### src/logic/hub_power_cfg.svh
// Constants for the hub power configuration register bank.
// Assumes inclusion by bare name from files under logic/.
`ifndef HUB_POWER_CFG_SVH
`define HUB_POWER_CFG_SVH
`define OFS_SELF_MAX_POWER 8'h0c
`define OFS_BUS_MAX_POWER 8'h0d
`define OFS_CTRL_CUR_SELF 8'h0e
`define OFS_CTRL_CUR_BUS 8'h0f
`define OFS_POWER_GOOD_DELAY 8'h10
`define REG_RESET_VALUE 8'h00
`define UNMAPPED_READ_VALUE 8'h00
`define CTRL_CUR_DEFAULT 8'h32
`define CURRENT_STEP_MA 16'h0002
`define POWER_ON_STEP_MS 16'h0002
`define SELF_POWER_LIMIT 8'h32
`endif

### src/logic/hub_power_pkg.sv
// Types shared by the hub power configuration register bank.
// Assumes no other packages.
package hub_power_pkg;
   typedef struct packed {
      logic [7:0] self_powered_max_power;
      logic [7:0] bus_powered_max_power;
      logic [7:0] controller_current_self_powered;
      logic [7:0] controller_current_bus_powered;
      logic [7:0] port_power_good_delay;
   } power_regs_s;
   typedef struct packed {
      logic [7:0] max_power;
      logic [7:0] controller_current;
      logic [15:0] max_power_ma;
      logic [15:0] controller_current_ma;
      logic [15:0] power_good_delay_ms;
   } descriptor_power_s;
   typedef enum logic [0:0] {
      BUS_POWERED = 1'b0,
      SELF_POWERED = 1'b1
   } power_mode_e;
endpackage : hub_power_pkg

### src/logic/power_unit_scale.sv
// Scales an 8-bit register count into milliamps or milliseconds.
// Assumes same-clock, combinational use by the register bank.
`timescale 1ns/1ns
`include "hub_power_cfg.svh"
module power_unit_scale (
   input wire logic [7:0] count,
   input wire logic [15:0] step,
   output logic [15:0] scaled
);
   always_comb begin
      scaled = 16'({8'h00, count} * step);
   end
endmodule : power_unit_scale

### src/logic/hub_power_config_registers.sv
// Power budget configuration register bank of a two-port hub controller.
// Assumes a byte-wide configuration port driven by the loader on clk.
`timescale 1ns/1ns
`include "hub_power_cfg.svh"
module hub_power_config_registers (
   input wire logic clk,
   input wire logic arst_n,
   input wire logic cfg_write,
   input wire logic cfg_read,
   input wire logic [7:0] cfg_addr,
   input wire logic [7:0] cfg_wdata,
   output logic [7:0] cfg_rdata,
   output logic cfg_error,
   input wire logic load_defaults,
   input wire logic power_source_select,
   input wire logic compound_device,
   output hub_power_pkg::power_regs_s regs,
   output hub_power_pkg::descriptor_power_s descriptor,
   output logic peripheral_power_relevant,
   output logic self_power_limit_exceeded
);
   hub_power_pkg::power_regs_s next_regs;
   hub_power_pkg::descriptor_power_s next_descriptor;
   logic [7:0] next_rdata;
   logic [15:0] max_power_ma;
   logic [15:0] controller_current_ma;
   logic [15:0] delay_ms;
   hub_power_pkg::power_mode_e mode;

   function automatic logic is_mapped(input logic [7:0] addr);
      is_mapped = (addr >= `OFS_SELF_MAX_POWER) && (addr <= `OFS_POWER_GOOD_DELAY);
   endfunction : is_mapped

   function automatic logic [7:0] read_reg(input hub_power_pkg::power_regs_s r,
                                           input logic [7:0] addr);
      unique case (addr)
         `OFS_SELF_MAX_POWER: read_reg = r.self_powered_max_power;
         `OFS_BUS_MAX_POWER: read_reg = r.bus_powered_max_power;
         `OFS_CTRL_CUR_SELF: read_reg = r.controller_current_self_powered;
         `OFS_CTRL_CUR_BUS: read_reg = r.controller_current_bus_powered;
         `OFS_POWER_GOOD_DELAY: read_reg = r.port_power_good_delay;
         default: read_reg = `UNMAPPED_READ_VALUE;
      endcase
   endfunction : read_reg

   assign mode = hub_power_pkg::power_mode_e'(power_source_select);

   // Register updates; a defaults load wins over a same-cycle write.
   always_comb begin
      next_regs = regs;
      if (load_defaults) begin
         // Internal defaults give the controller currents 50, not the zero of reset.
         next_regs.controller_current_self_powered = `CTRL_CUR_DEFAULT;
         next_regs.controller_current_bus_powered = `CTRL_CUR_DEFAULT;
      end else if (cfg_write && is_mapped(cfg_addr)) begin
         unique case (cfg_addr)
            `OFS_SELF_MAX_POWER: next_regs.self_powered_max_power = cfg_wdata;
            `OFS_BUS_MAX_POWER: next_regs.bus_powered_max_power = cfg_wdata;
            `OFS_CTRL_CUR_SELF: next_regs.controller_current_self_powered = cfg_wdata;
            `OFS_CTRL_CUR_BUS: next_regs.controller_current_bus_powered = cfg_wdata;
            `OFS_POWER_GOOD_DELAY: next_regs.port_power_good_delay = cfg_wdata;
            default: next_regs = regs;
         endcase
      end
   end

   always_comb begin
      next_rdata = cfg_rdata;
      if (cfg_read) begin
         next_rdata = read_reg(regs, cfg_addr);
      end
   end

   // Pick the fields for the present power mode.
   always_comb begin
      next_descriptor = '0;
      if (mode == hub_power_pkg::SELF_POWERED) begin
         next_descriptor.max_power = regs.self_powered_max_power;
         next_descriptor.controller_current = regs.controller_current_self_powered;
      end else begin
         next_descriptor.max_power = regs.bus_powered_max_power;
         next_descriptor.controller_current = regs.controller_current_bus_powered;
      end
      next_descriptor.max_power_ma = max_power_ma;
      next_descriptor.controller_current_ma = controller_current_ma;
      next_descriptor.power_good_delay_ms = delay_ms;
   end

   power_unit_scale scale_max (
      .count(mode == hub_power_pkg::SELF_POWERED ? regs.self_powered_max_power
                                                 : regs.bus_powered_max_power),
      .step(`CURRENT_STEP_MA),
      .scaled(max_power_ma)
   );
   power_unit_scale scale_cur (
      .count(mode == hub_power_pkg::SELF_POWERED ? regs.controller_current_self_powered
                                                 : regs.controller_current_bus_powered),
      .step(`CURRENT_STEP_MA),
      .scaled(controller_current_ma)
   );
   power_unit_scale scale_delay (
      .count(regs.port_power_good_delay),
      .step(`POWER_ON_STEP_MS),
      .scaled(delay_ms)
   );

   always_ff @(posedge clk or negedge arst_n) begin
      if (!arst_n) begin
         regs <= '0;
         cfg_rdata <= `UNMAPPED_READ_VALUE;
         descriptor <= '0;
      end else begin
         regs <= next_regs;
         cfg_rdata <= next_rdata;
         descriptor <= next_descriptor;
      end
   end

   // Writes never fail, mapped or not.
   assign cfg_error = 1'b0;
   // Embedded peripheral consumption counts only in a compound device.
   assign peripheral_power_relevant = compound_device;
   // Flags a loader that broke the self-powered limit; the values are kept as written.
   assign self_power_limit_exceeded =
      (regs.self_powered_max_power > `SELF_POWER_LIMIT) ||
      (regs.controller_current_self_powered > `SELF_POWER_LIMIT);

   // Port and descriptor checks; the descriptor trails regs and mode by one edge.
   a_unmapped_write_kept: assert property (@(posedge clk) disable iff (!arst_n)
      (cfg_write && !load_defaults && !is_mapped(cfg_addr)) |=> regs == $past(regs))
      else $error("unmapped write changed a register");
   a_unmapped_read_zero: assert property (@(posedge clk) disable iff (!arst_n)
      (cfg_read && !is_mapped(cfg_addr)) |=> cfg_rdata == `UNMAPPED_READ_VALUE)
      else $error("unmapped read not zero");
   a_self_max_write: assert property (@(posedge clk) disable iff (!arst_n)
      (cfg_write && !load_defaults && cfg_addr == `OFS_SELF_MAX_POWER) |=>
      regs.self_powered_max_power == $past(cfg_wdata))
      else $error("self max power write lost");
   a_bus_max_write: assert property (@(posedge clk) disable iff (!arst_n)
      (cfg_write && !load_defaults && cfg_addr == `OFS_BUS_MAX_POWER) |=>
      regs.bus_powered_max_power == $past(cfg_wdata) &&
      regs.self_powered_max_power == $past(regs.self_powered_max_power))
      else $error("bus max power write wrong");
   a_ctrl_self_write: assert property (@(posedge clk) disable iff (!arst_n)
      (cfg_write && !load_defaults && cfg_addr == `OFS_CTRL_CUR_SELF) |=>
      regs.controller_current_self_powered == $past(cfg_wdata))
      else $error("self controller current write lost");
   a_ctrl_bus_write: assert property (@(posedge clk) disable iff (!arst_n)
      (cfg_write && !load_defaults && cfg_addr == `OFS_CTRL_CUR_BUS) |=>
      regs.controller_current_bus_powered == $past(cfg_wdata))
      else $error("bus controller current write lost");
   a_delay_write: assert property (@(posedge clk) disable iff (!arst_n)
      (cfg_write && !load_defaults && cfg_addr == `OFS_POWER_GOOD_DELAY) |=>
      regs.port_power_good_delay == $past(cfg_wdata))
      else $error("power good delay write lost");
   a_defaults_fifty: assert property (@(posedge clk) disable iff (!arst_n)
      load_defaults |=> regs.controller_current_self_powered == `CTRL_CUR_DEFAULT &&
      regs.controller_current_bus_powered == `CTRL_CUR_DEFAULT)
      else $error("controller current default not 50");
   a_defaults_keep_others: assert property (@(posedge clk) disable iff (!arst_n)
      load_defaults |=> regs.self_powered_max_power == $past(regs.self_powered_max_power) &&
      regs.bus_powered_max_power == $past(regs.bus_powered_max_power) &&
      regs.port_power_good_delay == $past(regs.port_power_good_delay))
      else $error("defaults load touched other registers");
   a_delay_scaled: assert property (@(posedge clk) disable iff (!arst_n)
      1'b1 |=> descriptor.power_good_delay_ms ==
      16'($past(regs.port_power_good_delay)) * `POWER_ON_STEP_MS)
      else $error("power good delay not in 2 ms steps");
   a_mode_select: assert property (@(posedge clk) disable iff (!arst_n)
      power_source_select |=> descriptor.max_power == $past(regs.self_powered_max_power) &&
      descriptor.max_power_ma == 16'($past(regs.self_powered_max_power)) * `CURRENT_STEP_MA)
      else $error("self-powered fields not selected");
   a_self_ctrl_current: assert property (@(posedge clk) disable iff (!arst_n)
      power_source_select |=>
      descriptor.controller_current == $past(regs.controller_current_self_powered) &&
      descriptor.controller_current_ma ==
      16'($past(regs.controller_current_self_powered)) * `CURRENT_STEP_MA)
      else $error("self-powered controller current not selected");
   a_bus_mode_select: assert property (@(posedge clk) disable iff (!arst_n)
      !power_source_select |=> descriptor.max_power == $past(regs.bus_powered_max_power) &&
      descriptor.max_power_ma == 16'($past(regs.bus_powered_max_power)) * `CURRENT_STEP_MA)
      else $error("bus-powered fields not selected");
   a_bus_ctrl_current: assert property (@(posedge clk) disable iff (!arst_n)
      !power_source_select |=>
      descriptor.controller_current == $past(regs.controller_current_bus_powered) &&
      descriptor.controller_current_ma ==
      16'($past(regs.controller_current_bus_powered)) * `CURRENT_STEP_MA)
      else $error("bus-powered controller current not selected");
   a_readback_same: assert property (@(posedge clk) disable iff (!arst_n)
      (cfg_read && cfg_addr == `OFS_POWER_GOOD_DELAY && !cfg_write && !load_defaults) |=>
      cfg_rdata == regs.port_power_good_delay)
      else $error("readback differs from register");
   a_readback_self_max: assert property (@(posedge clk) disable iff (!arst_n)
      (cfg_read && cfg_addr == `OFS_SELF_MAX_POWER && !cfg_write && !load_defaults) |=>
      cfg_rdata == regs.self_powered_max_power)
      else $error("self max power readback differs from register");
   a_rdata_hold: assert property (@(posedge clk) disable iff (!arst_n)
      !cfg_read |=> $stable(cfg_rdata))
      else $error("read data changed without a read");
   a_limit_ctrl_self: assert property (@(posedge clk) disable iff (!arst_n)
      (regs.controller_current_self_powered > `SELF_POWER_LIMIT) |-> self_power_limit_exceeded)
      else $error("controller current over limit not flagged");
   a_reset_zero: assert property (@(posedge clk)
      $rose(arst_n) |-> regs == '0)
      else $error("registers not zero after reset");
   a_reset_outputs: assert property (@(posedge clk)
      $rose(arst_n) |-> cfg_rdata == `UNMAPPED_READ_VALUE && descriptor == '0)
      else $error("read data or descriptor not cleared by reset");
endmodule : hub_power_config_registers

### config.mk
export PLATFORM = sky130hd
export DESIGN_NAME = hub_power_config_registers
export DESIGN_NICKNAME = d
export VERILOG_FILES = /design/src/logic/hub_power_pkg.sv /design/src/logic/power_unit_scale.sv /design/src/logic/hub_power_config_registers.sv
export VERILOG_INCLUDE_DIRS = /design/src /design/src/logic
export SDC_FILE = /design/constraint.sdc
export NUM_CORES = 1
export LEC_CHECK = 0
export BUFFER_PORTS_ARGS = -buffer_cell sky130_fd_sc_hd__buf_2
export CORE_ASPECT_RATIO = 0.7
export CORE_MARGIN = 4
export CORE_UTILIZATION = 40
export DETAILED_ROUTE_END_ITERATION = 12
export GPL_ROUTABILITY_DRIVEN = 0
export SETUP_SLACK_MARGIN = 0.1
export SLEW_MARGIN = 20
export SYNTH_ARGS = -nofsm -noshare
export SYNTH_HDL_FRONTEND = slang
export SYNTH_HIERARCHICAL = 1
export SYNTH_SLANG_ARGS = --single-unit
### constraint.sdc
create_clock -name clk -period 3.8 [get_ports clk]
set_input_delay 0.57 -clock clk [delete_from_list [all_inputs] [get_ports clk]]
set_output_delay 0.57 -clock clk [all_outputs]
set_load 0.05 [all_outputs]
==> results.cfg <==
[clock_network]
cts_buffer_depth = 2
insertion_delay_ns = 0.39
path_clk_slew_ns = 0.09
postCtsHoldBufs = 0
clkSinkCount = 112
cts-buffers-inserted = 9
cts-htree-levels = 3
cts_setup_buffers = 0
cts_root_buf = clkbuf_16
cts_tree = done
cts_resized = 0

[sta]
hold_viol_final = 0
worst_pin_slew_ns = 0.701
max_freq_mhz = 310
setup_viol = 0
rsz0062_at_grt = false
finalSetupTns_ns = 0
fin_skew_ns = 0.0173
fin_crit_sh_pct = 84.9
finalMaxSlewViolations = 0
relSlewSlack_pct = 53.3
min_period_ns = 3.23

[yosys]
yosysMostFrequentCell = inv_1
synth-async-reset-ratio_pct = 100
ys_top_cells_by_count = 234 x inv_1, 181 x and2_1, 180 x fa_1
ys_warn_count = 6
synth_top_area_cell = fa_1
synth-seq-cells = 112
ys_seq_area_share_pct = 22.0
ys_types = 61
synthDominantCellAreaShare_pct = 28.3
syn-cell-area_um2 = 12700
synthCells = 1275
synth-edff-count = 0
avgSynthCellArea_um2 = 9.98
synth_ff_type = dfrtp_1
synth_area_leaders = fa_1 28%, dfrtp_1 22%, and2_1 8.9%, ha_1 7.1%, inv_1 6.9%

[worst_setup_path]
worstSetupStartpointType = flip-flop
reg2regPathDepth = 10
crit_type = flip-flop to flip-flop
cp_data_arrival_time_ns = 3.51
worstPathMaxFanout = 5
r2r-end = descriptor[24]
crit_required_ns = 4.08
crit_path_end_kind = flip-flop
r2r_start = regs[23]
r2r_setup_slack_ns = 0.57

[grt]
grt_pass1_wl_um = 50200
antenna_found_initial = 1
grt_overflow = 0
grt_usage_pct = 18.3
grt_max_degree = 80
grt_pass1_vias = 9468

[die]
io_pins = 138
num_rows = 54
die_h_um = 157
core_area_um2 = 31300
die_area_um2 = 34800
die_w_um = 221
start_util_pct = 40.7

[finish]
num-fill-cells = 2983
drive_above_1_share_pct = 13.9
final_cells = 2133
area_growth_pct = 20.5
register_area_um2 = 2800
fin_nets = 1981
multi_input_area_um2 = 9950

[power]
p_leak_nw = 8.36
peakVddDrop_mv = 0.173
p_per_area_nw_per_um2 = 238

[hold_path]
hold_class = primary input to asynchronous set/reset pin

[route]
wirelength_um = 30500
drc_errors = 0
detail_route.first_pass.iterations = 5
drtIter0Drc = 494
vias = 9132
routedWlPerCell_um = 14.3
postRouteAntennaNets = 0
viasPerCell = 4.28

[placement]
io_buffer_count = 134
hpwl_um = 24600
dp_cells = 2115

[status]
status = completed

[run]
drv_cap = 0
==> state kept, by name, summed over array words and instances, names as in the netlist <==
signal      count
cfg_rdata       8
descriptor     64
regs           40
==> metrics by stage <==
stage	total power, W	util, %	area, um2	worst slack (ns)	hold WS, ns
after floorplan	0.00237	-	13900	0.138	0.274
after global placement	0.00259	48.0	15000	0.233	0.486
after detailed placement	0.00259	48.0	15000	0.206	0.496
after CTS	0.00362	49.0	15300	0.556	0.148
after global routing	0.00391	49.0	15300	0.442	0.174
final	0.00365	49.0	15300	0.572	0.144
==> cell usage in the layout, fill, tap and decap left out, types with 5 or more instances in the layout <==
master / n
and2_1: 181
nand2b_1: 12
nor2b_1: 6
xnor2_1: 51
ha_1: 72
nand2_1: 128
o31ai_1: 14
nor2_1: 31
xor2_1: 19
fa_1: 180
clkbuf_16: 9
a21oi_1: 26
o21a_1: 7
a21o_1: 7
buf_2: 133
inv_1: 234
o21ai_0: 13
mux2_2: 35
mux2i_1: 6
and2_2: 6
buf_4: 24
dfrtp_1: 112
nand4_1: 18
a211o_1: 5
conb_1: 301
o211ai_1: 9
==> power by group <==
part	leakage [nW]	switching, W	internal (W)
Combinational	6.75	0.000901	0.000427
Clock	0.140	0.000521	0.000480
Sequential	1.47	0.0000299	0.00129
==> worst max-delay path, cell delays in order (launching register included) <==
cell and delay [ns]:
dfrtp_1 0.45, mux2_4 0.28, and2_2 0.18, fa_1 0.49, fa_1 0.48, fa_1 0.48, inv_1 0.09, fa_1 0.16
inv_1 0.04, ha_1 0.33, xnor2_1 0.14
==> routing by layer <==
metal  vias up  wire [um]  GRT usage [%]
li1       4513          -              -
met5         -         13              0
met4         2        341           3.15
met1      4447      14500           25.6
met2       151      14100           29.5
met3        19       1570           4.94
==> cell families after synthesis <==
logic type	after synthesis	share of synthesized area [%]
flops	112	22.0
simple gates	412	18.1
xor+xnor	72	5.08
fa+ha+maj	252	35.4
compound gates	100	5.23
other cells	2	0.0590
buf+inv	271	8.58
mux	54	5.55
==> worst max path at each step <==
stage / start / endpoint / slack, ns / cells after the start
CTS: regs[23] / descriptor[24] / 0.56 / 10
finish: regs[23] / descriptor[24] / 0.57 / 10
global route: regs[23] / descriptor[24] / 0.44 / 10
detailed placement: power_source_select / descriptor[24] / 0.21 / 11
global placement: power_source_select / descriptor[24] / 0.23 / 11
floorplan: power_source_select / descriptor[24] / 0.14 / 12
==> area by class of cell <==
cell class | instances | share of cell area (%)
Multi-Input combinational cell | 1191 | 64.9
Sequential cell | 112 | 18.3
Inverter | 234 | 5.73
Timing Repair Buffer | 158 | 5.65
Tap cell | 420 | 3.43
Clock buffer | 10 | 1.56
Clock inverter | 6 | 0.392
Antenna cell | 2 | 0.0327
(Power assumes the default switching activity.)
